## config.mk

```make
export PLATFORM = sky130hd
export DESIGN_NAME = flash_suspend_resume_control
export DESIGN_NICKNAME = d
export VERILOG_FILES = /design/src/rtl/susp_pkg.sv /design/src/rtl/flash_suspend_resume_control.sv /design/src/rtl/latency_timer.sv
export SDC_FILE = /design/constraint.sdc
export NUM_CORES = 1
export LEC_CHECK = 0
export BUFFER_PORTS_ARGS = -buffer_cell sky130_fd_sc_hd__buf_2
export CAP_MARGIN = 20
export CORE_ASPECT_RATIO = 0.8
export CORE_MARGIN = 5
export CORE_UTILIZATION = 45
export DETAILED_ROUTE_END_ITERATION = 16
export SLEW_MARGIN = 20
export SYNTH_ARGS = -nofsm -noshare
export SYNTH_HDL_FRONTEND = slang
export SYNTH_HIERARCHICAL = 1
export SYNTH_SLANG_ARGS = --single-unit
```

## constraint.sdc

```tcl
create_clock -name clk -period 5.2 [get_ports clk]
set_clock_uncertainty 0.1 [all_clocks]
set_input_delay 1.04 -clock clk [delete_from_list [all_inputs] [get_ports clk]]
set_output_delay 1.04 -clock clk [all_outputs]
set_load 0.03 [all_outputs]
```

## src/rtl/susp_pkg.sv

```systemverilog
// Purpose: constants and types for the suspend and resume control
// Assumes: clk at 25 MHz; command classes come from an outside decoder
// Notes on behaviour
// resume opcode d0, trailing bytes ignored
// resume starts within resume latency after frame
// resumed operation continues from its pause point
// resume clears the matching suspend flag
// busy reported while resumed operation runs
// dual suspend: resume restarts program only
// host resumes again for the erase
// suspend ignored while a resume is pending
// host waits or polls before suspending again
// protection, lockdown, security program refused
// protection, lockdown, security reads accepted
// buffer 1 transfer/compare refused in ps1
// buffer 2 transfer/compare refused in ps2
// power-down entry and exit refused
// config, status, id reads accepted
// reset by command or pin accepted
// suspend opcode b0, trailing bytes ignored
// suspend sets matching flag and reports ready
// refused command dropped, flags unchanged
package susp_pkg;
   localparam logic [7:0] OPC_SUSPEND = 8'hb0;
   localparam logic [7:0] OPC_RESUME = 8'hd0;
   localparam int CLK_PERIOD_NS = 40;
   // latency limits in ns, plain defaults
   localparam int RESUME_LATENCY_LIMIT_NS = 20000;
   localparam int SUSPEND_LATENCY_LIMIT_NS = 20000;
   // longest times round down, never below one cycle
   localparam int RESUME_CYC = (RESUME_LATENCY_LIMIT_NS / CLK_PERIOD_NS < 1) ? 1 :
      RESUME_LATENCY_LIMIT_NS / CLK_PERIOD_NS;
   localparam int SUSPEND_CYC = (SUSPEND_LATENCY_LIMIT_NS / CLK_PERIOD_NS < 1) ? 1 :
      SUSPEND_LATENCY_LIMIT_NS / CLK_PERIOD_NS;
   localparam int TMR_W = 16;

   typedef enum logic [1:0] {
      ST_IDLE = 2'b00,
      ST_SUSPENDING = 2'b01,
      ST_RESUMING = 2'b10
   } ctl_state_t;

   typedef enum logic [5:0] {
      CL_OTHER = 6'h00, CL_READ_ARRAY = 6'h01, CL_READ_BUF1 = 6'h02,
      CL_READ_BUF2 = 6'h03, CL_BUF1_WRITE = 6'h04, CL_BUF2_WRITE = 6'h05,
      CL_B1_PROG_ERASE = 6'h06, CL_B2_PROG_ERASE = 6'h07,
      CL_B1_PROG_NOERASE = 6'h08, CL_B2_PROG_NOERASE = 6'h09,
      CL_MP_B1_ERASE = 6'h0a, CL_MP_B2_ERASE = 6'h0b, CL_MP_B1_NOERASE = 6'h0c,
      CL_AUTO_REWRITE = 6'h0d, CL_PAGE_ERASE = 6'h0e, CL_BLOCK_ERASE = 6'h0f,
      CL_SECTOR_ERASE = 6'h10, CL_CHIP_ERASE = 6'h11, CL_PROT_ENABLE = 6'h12,
      CL_PROT_DISABLE = 6'h13, CL_PROT_REG_ERASE = 6'h14, CL_PROT_REG_PROG = 6'h15,
      CL_PROT_REG_READ = 6'h16, CL_LOCKDOWN = 6'h17, CL_LOCKDOWN_READ = 6'h18,
      CL_FREEZE_LOCK = 6'h19, CL_SEC_PROG = 6'h1a, CL_SEC_READ = 6'h1b,
      CL_XFER_BUF1 = 6'h1c, CL_XFER_BUF2 = 6'h1d, CL_CMP_BUF1 = 6'h1e,
      CL_CMP_BUF2 = 6'h1f, CL_DPD_ENTER = 6'h20, CL_DPD_EXIT = 6'h21,
      CL_UDPD_ENTER = 6'h22, CL_CFG_READ = 6'h23, CL_STATUS_READ = 6'h24,
      CL_ID_READ = 6'h25, CL_RESET = 6'h26
   } cmd_class_t;
endpackage
```

## src/rtl/flash_suspend_resume_control.sv

```systemverilog
// Purpose: suspend, resume and command gating for the program/erase engines
// Assumes: spi bytes and chip select are synchronous to clk
// Notes: engines freeze in place while their hold output is high
`timescale 1ns/10ps
`default_nettype none
module flash_suspend_resume_control
   import susp_pkg::*;
#(
   parameter int RES_CYCLES = susp_pkg::RESUME_CYC,
   parameter int SUSP_CYCLES = susp_pkg::SUSPEND_CYC
) (
   // clock and reset
   input wire logic clk,
   input wire logic rst_b,
   // hardware reset pin, synchronous, active low
   input wire logic reset_pin_b,
   // spi frame
   input wire logic cs_b,
   input wire logic byte_valid,
   input wire logic [7:0] byte_in,
   // class of the frame from the command decoder, valid at frame end
   input wire susp_pkg::cmd_class_t cmd_class,
   // engine state
   input wire logic prog_active,
   input wire logic prog_buf2,
   input wire logic erase_active,
   // engine control
   output logic prog_hold,
   output logic erase_hold,
   output logic op_abort,
   // command verdict, one pulse per frame
   output logic cmd_accept,
   output logic cmd_reject,
   // status register bits
   output logic rdy_busy_b,
   output logic buf1_program_suspended_flag,
   output logic buf2_program_suspended_flag,
   output logic erase_suspended_flag
);
   ctl_state_t state_r;
   ctl_state_t state_nxt;
   logic cs_b_d_r;
   logic first_byte_r;
   logic [7:0] opcode_r;
   logic opcode_seen_r;
   logic frame_end;
   logic is_suspend;
   logic is_resume;
   logic is_reset;
   logic any_susp;
   logic prog_running;
   logic erase_running;
   logic tgt_prog_r;
   logic tgt_buf2_r;
   logic susp_start;
   logic res_start;
   logic susp_done;
   logic res_done;
   logic susp_run;
   logic res_run;
   logic hard_reset;

   // permission in a suspend state; no suspend means everything passes
   function automatic logic cmd_allowed(input cmd_class_t c, input logic s1,
                                        input logic s2, input logic se);
      logic ok;
      ok = 1'b1;
      if (s1 | s2 | se) begin
         case (c)
            CL_READ_ARRAY, CL_READ_BUF1, CL_READ_BUF2: ok = 1'b1;
            CL_BUF1_WRITE: ok = !s1;
            CL_BUF2_WRITE: ok = !s2;
            CL_B1_PROG_NOERASE, CL_B2_PROG_NOERASE, CL_MP_B1_NOERASE:
               ok = !(s1 | s2);
            CL_B1_PROG_ERASE, CL_B2_PROG_ERASE, CL_MP_B1_ERASE, CL_MP_B2_ERASE,
            CL_AUTO_REWRITE, CL_PAGE_ERASE, CL_BLOCK_ERASE, CL_SECTOR_ERASE,
            CL_CHIP_ERASE: ok = 1'b0;
            CL_PROT_ENABLE, CL_PROT_DISABLE, CL_PROT_REG_ERASE, CL_PROT_REG_PROG,
            CL_LOCKDOWN, CL_FREEZE_LOCK, CL_SEC_PROG: ok = 1'b0;
            CL_PROT_REG_READ, CL_LOCKDOWN_READ, CL_SEC_READ: ok = 1'b1;
            CL_XFER_BUF1, CL_CMP_BUF1: ok = !s1;
            CL_XFER_BUF2, CL_CMP_BUF2: ok = !s2;
            CL_DPD_ENTER, CL_DPD_EXIT, CL_UDPD_ENTER: ok = 1'b0;
            CL_CFG_READ, CL_STATUS_READ, CL_ID_READ: ok = 1'b1;
            CL_RESET: ok = 1'b1;
            default: ok = 1'b0;
         endcase
      end
      return ok;
   endfunction

   // frame end is the rising edge of chip select
   assign frame_end = !cs_b_d_r && cs_b;
   // only the first byte counts, later ones are dropped
   assign is_suspend = opcode_seen_r && (opcode_r == OPC_SUSPEND);
   assign is_resume = opcode_seen_r && (opcode_r == OPC_RESUME);
   assign is_reset = frame_end && !is_suspend && !is_resume && (cmd_class == CL_RESET);
   assign hard_reset = !reset_pin_b || is_reset;
   assign any_susp = buf1_program_suspended_flag || buf2_program_suspended_flag ||
      erase_suspended_flag;
   assign prog_running = prog_active && !prog_hold;
   assign erase_running = erase_active && !erase_hold;

   // suspend taken only when idle and something runs; pending resume blocks it
   assign susp_start = frame_end && is_suspend && (state_r == ST_IDLE) &&
      (prog_running || erase_running) && !hard_reset;
   // resume taken at frame end when a flag is set and nothing runs
   assign res_start = frame_end && is_resume && (state_r == ST_IDLE) && any_susp &&
      !prog_running && !erase_running && !hard_reset;

   // frame tracking
   always_ff @(posedge clk or negedge rst_b) begin
      if (!rst_b) begin
         cs_b_d_r <= 1'b1;
         first_byte_r <= 1'b1;
         opcode_r <= 8'h00;
         opcode_seen_r <= 1'b0;
      end else begin
         cs_b_d_r <= cs_b;
         if (cs_b) begin
            first_byte_r <= 1'b1;
            if (frame_end) begin
               opcode_seen_r <= 1'b0;
            end
         end else if (byte_valid && first_byte_r) begin
            opcode_r <= byte_in;
            opcode_seen_r <= 1'b1;
            first_byte_r <= 1'b0;
         end
      end
   end

   // target of a suspend or resume, fixed when it is taken
   always_ff @(posedge clk or negedge rst_b) begin
      if (!rst_b) begin
         tgt_prog_r <= 1'b0;
         tgt_buf2_r <= 1'b0;
      end else if (susp_start) begin
         tgt_prog_r <= prog_running;
         tgt_buf2_r <= prog_buf2;
      end else if (res_start) begin
         // program first when both are suspended
         tgt_prog_r <= buf1_program_suspended_flag || buf2_program_suspended_flag;
         tgt_buf2_r <= buf2_program_suspended_flag;
      end
   end

   // latency timers; the count is the limit, not a typical time
   latency_timer #(.W(TMR_W)) u_susp_tmr (
      .clk(clk),
      .rst_b(rst_b),
      .start(susp_start),
      .abort(hard_reset),
      .load(TMR_W'(SUSP_CYCLES)),
      .running(susp_run),
      .done(susp_done)
   );

   latency_timer #(.W(TMR_W)) u_res_tmr (
      .clk(clk),
      .rst_b(rst_b),
      .start(res_start),
      .abort(hard_reset),
      .load(TMR_W'(RES_CYCLES)),
      .running(res_run),
      .done(res_done)
   );

   // sequencing state
   always_comb begin
      state_nxt = state_r;
      case (state_r)
         ST_IDLE: begin
            if (susp_start) begin
               state_nxt = ST_SUSPENDING;
            end else if (res_start) begin
               state_nxt = ST_RESUMING;
            end
         end
         ST_SUSPENDING: begin
            if (susp_done || !susp_run) begin
               state_nxt = ST_IDLE;
            end
         end
         ST_RESUMING: begin
            if (res_done || !res_run) begin
               state_nxt = ST_IDLE;
            end
         end
         default: state_nxt = ST_IDLE;
      endcase
      if (hard_reset) begin
         state_nxt = ST_IDLE;
      end
   end

   always_ff @(posedge clk or negedge rst_b) begin
      if (!rst_b) begin
         state_r <= ST_IDLE;
      end else begin
         state_r <= state_nxt;
      end
   end

   // engine holds; releasing a hold lets the engine continue in place
   always_ff @(posedge clk or negedge rst_b) begin
      if (!rst_b) begin
         prog_hold <= 1'b0;
         erase_hold <= 1'b0;
      end else if (hard_reset) begin
         prog_hold <= 1'b0;
         erase_hold <= 1'b0;
      end else if (susp_done && state_r == ST_SUSPENDING) begin
         if (tgt_prog_r && prog_active) begin
            prog_hold <= 1'b1;
         end else if (!tgt_prog_r && erase_active) begin
            erase_hold <= 1'b1;
         end
      end else if (res_done && state_r == ST_RESUMING) begin
         if (tgt_prog_r) begin
            prog_hold <= 1'b0;
         end else begin
            erase_hold <= 1'b0;
         end
      end
   end

   // suspend flags; suspend and resume never land in the same cycle
   always_ff @(posedge clk or negedge rst_b) begin
      if (!rst_b) begin
         buf1_program_suspended_flag <= 1'b0;
         buf2_program_suspended_flag <= 1'b0;
         erase_suspended_flag <= 1'b0;
      end else if (hard_reset) begin
         // reset aborts the suspended work, so flags drop
         buf1_program_suspended_flag <= 1'b0;
         buf2_program_suspended_flag <= 1'b0;
         erase_suspended_flag <= 1'b0;
      end else if (susp_done && state_r == ST_SUSPENDING) begin
         if (tgt_prog_r && prog_active) begin
            buf1_program_suspended_flag <= buf1_program_suspended_flag || !tgt_buf2_r;
            buf2_program_suspended_flag <= buf2_program_suspended_flag || tgt_buf2_r;
         end else if (!tgt_prog_r && erase_active) begin
            erase_suspended_flag <= 1'b1;
         end
      end else if (res_done && state_r == ST_RESUMING) begin
         if (tgt_prog_r) begin
            // erase stays suspended until a second resume
            if (tgt_buf2_r) begin
               buf2_program_suspended_flag <= 1'b0;
            end else begin
               buf1_program_suspended_flag <= 1'b0;
            end
         end else begin
            erase_suspended_flag <= 1'b0;
         end
      end
   end

   // ready/busy: busy while an engine runs or a resume is pending
   always_ff @(posedge clk or negedge rst_b) begin
      if (!rst_b) begin
         rdy_busy_b <= 1'b1;
      end else if (hard_reset) begin
         rdy_busy_b <= 1'b1;
      end else if (state_nxt == ST_RESUMING) begin
         rdy_busy_b <= 1'b0;
      end else if (res_done && state_r == ST_RESUMING) begin
         rdy_busy_b <= 1'b0;
      end else if (susp_done && state_r == ST_SUSPENDING) begin
         rdy_busy_b <= 1'b1;
      end else begin
         rdy_busy_b <= !(prog_running || erase_running);
      end
   end

   // verdict per frame; a refused frame touches no flag or content
   always_ff @(posedge clk or negedge rst_b) begin
      if (!rst_b) begin
         cmd_accept <= 1'b0;
         cmd_reject <= 1'b0;
         op_abort <= 1'b0;
      end else begin
         cmd_accept <= 1'b0;
         cmd_reject <= 1'b0;
         op_abort <= hard_reset && (any_susp || prog_active || erase_active);
         if (frame_end && opcode_seen_r) begin
            if (is_suspend) begin
               cmd_accept <= susp_start;
               cmd_reject <= !susp_start;
            end else if (is_resume) begin
               cmd_accept <= res_start;
               cmd_reject <= !res_start;
            end else if (cmd_allowed(cmd_class, buf1_program_suspended_flag,
                                     buf2_program_suspended_flag,
                                     erase_suspended_flag)) begin
               cmd_accept <= 1'b1;
            end else begin
               cmd_reject <= 1'b1;
            end
         end
      end
   end
endmodule
`default_nettype wire

```

## src/rtl/latency_timer.sv

```systemverilog
// Purpose: one-shot down counter that marks the end of a latency
// Assumes: start is a one-cycle pulse; load value at least one
// Notes: a restart while running reloads the count
`timescale 1ns/10ps
`default_nettype none
module latency_timer #(
   parameter int W = 16
) (
   // clock and reset
   input wire logic clk,
   input wire logic rst_b,
   // control
   input wire logic start,
   input wire logic abort,
   input wire logic [W-1:0] load,
   // status
   output logic running,
   output logic done
);
   logic [W-1:0] cnt_r;

   // counter; abort wins so a reset never leaves a stale done
   always_ff @(posedge clk or negedge rst_b) begin
      if (!rst_b) begin
         cnt_r <= '0;
         running <= 1'b0;
         done <= 1'b0;
      end else begin
         done <= 1'b0;
         if (abort) begin
            running <= 1'b0;
         end else if (start) begin
            cnt_r <= load - {{(W-1){1'b0}}, 1'b1};
            running <= 1'b1;
         end else if (running) begin
            if (cnt_r == '0) begin
               running <= 1'b0;
               done <= 1'b1;
            end else begin
               cnt_r <= cnt_r - {{(W-1){1'b0}}, 1'b1};
            end
         end
      end
   end
endmodule
`default_nettype wire

```

=== Word level (Yosys, flattened, before mapping) ===
Index checks and enable logic that the tools add are counted.
W data, S select, Z words.

* Add/sub/neg operators: 2
* Equal/unequal tests: 32
* Muxes and demuxes: 77
* Bitwise logic cells: 4
* Reduce and logical (&&, ||, !) cells: 76

{| class="wikitable"
|+ Operator list
! operator !! number
|-
| $mux W16 || 6
|-
| $mux W1 || 64
|-
| $eq A6 B5 Y1 const B || 7
|-
| $logic_not A16 Y1 || 2
|-
| $sub A16 B1 Y16 const B || 2
|-
| $logic_and A1 B1 Y1 || 25
|-
| $eq A6 B6 Y1 const B || 4
|-
| $logic_not A1 Y1 || 19
|-
| $eq A6 B4 Y1 const B || 3
|-
| $eq A8 B8 Y1 const B || 2
|-
| $eq A6 B2 Y1 const B || 2
|-
| $eq A6 B3 Y1 const B || 2
|-
| $reduce_and A4 Y1 || 3
|-
| $logic_or A1 B1 Y1 || 10
|-
| $mux W2 || 5
|-
| $reduce_or A10 Y1 || 1
|-
| $ne A3 B3 Y1 const B || 3
|-
| $reduce_and A3 Y1 || 3
|-
| $reduce_bool A3 Y1 || 3
|-
| $reduce_or A3 Y1 || 3
|-
| $reduce_bool A2 Y1 || 4
|-
| $eq A6 B1 Y1 const B || 1
|-
| $ne A3 B1 Y1 const B || 2
|-
| $pmux W2 S3 || 1
|-
| other kinds (9) || 14
|}

* Bits in registers: 59
* Output and inout port bits: 9
* Word-level logic and storage cells: 212

=== Longest topological paths before layout ===
* Depth in word-level cells: 16
* Gate-level depth with buffers: 15
* Gate-level depth less buffers: 10

=== By module ===
Netlist, hierarchy kept.

{| class="wikitable"
|+ Modules (own cells, without submodules)
! module !! times used !! cells each !! area each (um2) !! sequential area each (um2)
|-
| latency_timer at u_susp_tmr || 1 || 176 || 1503.9 || 450.4
|-
| latency_timer at u_res_tmr || 1 || 178 || 1466.4 || 450.4
|-
| flash_suspend_resume_control || 1 || 121 || 1281.2 || 579.3
|}

=== Worst setup path after synthesis ===
OpenSTA, ideal clock, no wires.

* Kind: in2reg
* Start point: input port cs_b
* End point: register u_res_tmr.cnt_r[12]
* Setup time: 87 ps
* Arrival time: 4639 ps
* Path slack: 375 ps
* Stages: 14
* Path buffers: 5
* Cells stage by stage: nor2b_1 -> nand3_1 -> nor4b_4 -> buf_6 -> clkbuf_1 -> clkbuf_1 -> clkbuf_1 -> buf_1 -> mux2i_1 -> ha_1 -> nand2_1 -> or3_1 -> or4_1 -> o211ai_1

* Cells in the longest elaborated chain, start to end: 9
* Elaborated cells on any way between the ends: 17
* Classes of those cells: eq/ne: 1; mux: 1; bitwise: 1; reduce/logical: 14

{| class="wikitable"
|+ Ends and longest elaborated chain
! what !! line !! text
|-
| from (decl) || flash_suspend_resume_control.sv:18 || <nowiki>input wire logic cs_b,</nowiki>
|-
| $logic_and A1 B1 Y1 (*) || flash_suspend_resume_control.sv:93 || <nowiki>assign frame_end = !cs_b_d_r && cs_b;</nowiki>
|-
| $logic_and A1 B1 Y1, on equally long branches (3 in a row) || flash_suspend_resume_control.sv:108, flash_suspend_resume_control.sv:97 ||
|-
| $logic_and A1 B1 Y1 / $logic_or A1 B1 Y1 (equally long branches) || flash_suspend_resume_control.sv:108, flash_suspend_resume_control.sv:98 ||
|-
| $logic_and A1 B1 Y1 / $logic_not A1 Y1 (equally long branches) || flash_suspend_resume_control.sv:109 || <nowiki>!prog_running && !erase_running && !hard_reset;</nowiki>
|-
| $logic_and A1 B1 Y1 (*) || flash_suspend_resume_control.sv:109 ||
|-
| named net res_start || flash_suspend_resume_control.sv:56 || <nowiki>logic res_start;</nowiki>
|-
| $ne A2 B2 Y1 (no source line) / $reduce_bool A2 Y1 (equally long branches) || n/a ||
|-
| $reduce_and A3 Y1 (no source line) || n/a ||
|-
| to (signal assigned) || latency_timer.sv:33 || <nowiki>cnt_r <= load - {{(W-1){1'b0}}, 1'b1};</nowiki>
|-
| to (signal assigned) || latency_timer.sv:40 || <nowiki>cnt_r <= cnt_r - {{(W-1){1'b0}}, 1'b1};</nowiki>
|-
| to (decl) || latency_timer.sv:20 || <nowiki>logic [W-1:0] cnt_r;</nowiki>
|}

Mark *: on every way through the listed nets, which the timed path passes. The rest lies on a longest branch.
A chain may end at the register's enable or synchronous reset.

=== Worst setup path after layout ===
* Start point: input port cs_b
* End point: register u_susp_tmr.cnt_r[14]

* Cells in the longest elaborated chain, start to end: 9
* Elaborated cells on any way between the ends: 15
* Classes of those cells: eq/ne: 1; mux: 1; bitwise: 1; reduce/logical: 12

{| class="wikitable"
|+ Ends and longest elaborated chain
! what !! line !! text
|-
| $logic_and A1 B1 Y1 (*) || flash_suspend_resume_control.sv:93 ||
|-
| $logic_and A1 B1 Y1 (3 in a row) || flash_suspend_resume_control.sv:97 || <nowiki>assign is_reset = frame_end && !is_suspend && !is_resume && (cmd_class == CL_RESET);</nowiki>
|-
| $logic_or A1 B1 Y1 || flash_suspend_resume_control.sv:98 || <nowiki>assign hard_reset = !reset_pin_b || is_reset;</nowiki>
|-
| $logic_not A1 Y1 || flash_suspend_resume_control.sv:106 || <nowiki>(prog_running || erase_running) && !hard_reset;</nowiki>
|-
| $logic_and A1 B1 Y1 (*) || flash_suspend_resume_control.sv:106 ||
|-
| named net susp_start || flash_suspend_resume_control.sv:55 || <nowiki>logic susp_start;</nowiki>
|-
| $ne A2 B2 Y1 (no source line) / $reduce_bool A2 Y1 (equally long branches) || n/a ||
|-
| $reduce_and A3 Y1 (no source line) || n/a ||
|-
| to (signal assigned) || latency_timer.sv:33 ||
|-
| to (signal assigned) || latency_timer.sv:40 ||
|-
| to (decl) || latency_timer.sv:20 ||
|}

Marked as above.

==> metrics.md <==
| Metric | Value |
|---|---|
| Final Wtd Congestion | 0.793 |
| Pre-antenna DRT Iters | 5 |
| Total congestion overflow | 0 |
| Longest Clk Path Bufs | 2 |
| Rel. slew slack | 44.3% |
| Setup violations, final | 0 |
| Unique masters post-synth | 81 |
| Setup tns final | 0 ps |
| Die footprint | 11500 µm² |
| Fin. Hold Viols | 0 |
| Hold path depth | 1 |
| Diode count | 0 |
| Max Slew Vio Count | 0 |
| Pre-CTS setup slack | 803 ps |
| Final instance area | 5180 µm² |
| PortBufs | 30 |
| Largest net degree at the start of global routing | 56 |
| CTS tree | built |
| Die Wd | 119 µm |
| Initial core utilization | 46.4% |
| Seq/Total Area, Yosys | 34.8% |
| Post-DRT Antenna Nets | 0 |
| Final #Nets | 624 |
| Hold WC Path Type | flop to flop |
| Mapped Area | 4250 µm² |
| Seq cells post-synth | 59 |
| Max VDD drop | 0.208 mV |
| Critical Path Fanout Max | 14 |
| Num ports | 31 |
| Initial detailed-routing violation count | 278 |
| Dpl cell area | 4870 µm² |
| Fin crit period | 4030 ps |
| WP data arrival | 4180 ps |
| Initial antenna violation count | 0 |
| R2R depth | 10 |
| Run status | completed |
| Pwr Density | 239 nW/µm² |
| Global Route Usage Sum | 17.8% |
| RSZ-0062 raised after global routing | false |
| # rows | 31 |
| Core area | 9150 µm² |
| Most frequent cells in the layout | conb_1, dfrtp_1, nor2_1 |
| Post-CTS Setup Inserts | 0 |
| Yosys synthesis warning count | 6 |
| Avg Cell Area, Syn | 8.95 µm² |
| DRT Wirelength | 9910 µm |
| Synthesized instance count | 475 |
| Worst Path Required | 5340 ps |
| Global-route wire length before repair | 17100 µm |
| Vias in the first global route | 3560 |
| Sink Count | 59 |
| CTS root buf | clkbuf_16 |
| Number of synthesized flops with an enable pin | 0 |
| Die Span Y | 96.9 µm |
| Reg clk slew, reported paths | 50 ps |
| Detailed Place HPWL | 7120 µm |
| Vias | 3840 |
| Worst setup SP type | input port |
| H-tree Lvls | 3 |
| Routed WL per cell | 13.8 µm |
| Leakage Power | 0.00236 µW |
| Fin util | 56.6% |
| Final worst slack | 1170 ps |
| Clk_lat worst skew | 320 ps |
| CTS-repair resized insts | 0 |
| Hold buffers post-CTS | 0 |
| Fin crit share | 77.5% |
| Slew @ Worst Pin | 835 ps |
| DR vias/cell | 5.33 |
| Upper clock frequency limit | 0.248 GHz |
| WHS | 403 ps |
| Fillcell total | 855 |
| MaxCap Viol Count | 0 |
| P&R area growth vs syn | 22.0% |
| Most common cell after layout, fill and taps aside | conb_1 |
| Crit. End Element | flop |
| Critical path type | input port to flop |
| # DRC | 0 |
| Num CTS Buffers | 9 |
| Top FF cell, synth | dfrtp_1 |
| Share of cells above drive strength 1 | 14.9% |
| Async S/R FF share, synth | 100% |
==> path summary, 6_finish.rpt <==
check / slack, ps / end / start
min reg2reg: 400 / opcode_r[4] / opcode_r[4]
min: 400 / opcode_r[4] / opcode_r[4]
max reg2reg: 1580 / u_susp_tmr/cnt_r[14] / opcode_r[3]
min in group asynchronous: 610 / u_res_tmr/cnt_r[4] / rst_b
max in group asynchronous: 3450 / rdy_busy_b / rst_b
max: 1170 / u_susp_tmr/cnt_r[14] / cs_b
==> state kept, by name (all words and copies together), names as in the netlist, 2 cells and up <==
register,cells
opcode_r,8
state_r,2
u_res_tmr/cnt_r,16
u_susp_tmr/cnt_r,16
==> cell families (layout without fill, tap and decap cells) <==
family,Yosys count,after routing,synth area share (%)
flops,59,59,34.8
other cells,2,99,0.177
simple gates,196,196,28.2
mux,22,22,5.50
buf+inv,41,74,4.38
fa+ha+maj,2,2,0.588
xor+xnor,21,21,4.33
compound gates,132,132,22.0
==> synth_stat cells, types with 9 or more instances <==
library cell  number  area [µm²]
o21ai_0           30         150
dfrtp_1           56        1400
nand2b_1           9        56.3
a22oi_1           11        82.6
nor2_1            40         150
or4_1              9        67.6
nor4_1            12        75.1
nor3b_1           10        75.1
clkbuf_1          12        45.0
mux2i_1           11         110
nand2_1           25        93.8
or3_1             10        62.6
a21oi_1           20         100
o211ai_1          10        75.1
xnor2_1           13         114
mux2_2            11         124
nor3_1            20         100
inv_1             18        67.6
==> critical path, cell delays in order <==
cell and delay, ps:
buf_2 110, nor2b_1 260, nand3_1 220, and4bb_2 500, mux2i_1 340, ha_1 320, o211ai_1 130, buf_4 200
or4_4 550, or4_1 400, o211ai_1 100
==> per-layer routing <==
metal | track usage (%) | wire length, µm | vias up
li1 | - | - | 1964
met1 | 25.4 | 5030 | 1801
met2 | 27.1 | 4380 | 70
met3 | 4.72 | 430 | 5
met4 | 3.83 | 66 | 0
met5 | 0 | 0 | -
==> where the power goes <==
group | internal, µW | total [µW] | leakage (µW) | switching (µW)
clock | 383 | 597 | 0.000148 | 213
sequential | 479 | 493 | 0.000756 | 14.2
combinational | 67.2 | 152 | 0.00145 | 84.7
total | 929 | 1240 | 0.00236 | 312
==> stage by stage <==
step	total power (µW)	std cells
after CTS	1260	720
after global placement	648	704
after floorplan	606	572
final	1240	720
after detailed placement	653	704
after global routing	1300	720
==> area by class of cell <==
type                    instances  area [µm²]  area share, %
inverters                      19        71.3           1.38
clock inverters                 6        65.1           1.25
repair buffers                 39         218           4.20
multi-input cells             472        2970           57.2
flip-flops and latches         59        1480           28.5
well taps                     115         144           2.78
clock buffers                  10         239           4.61
Power figures use the tool's default switching activity.
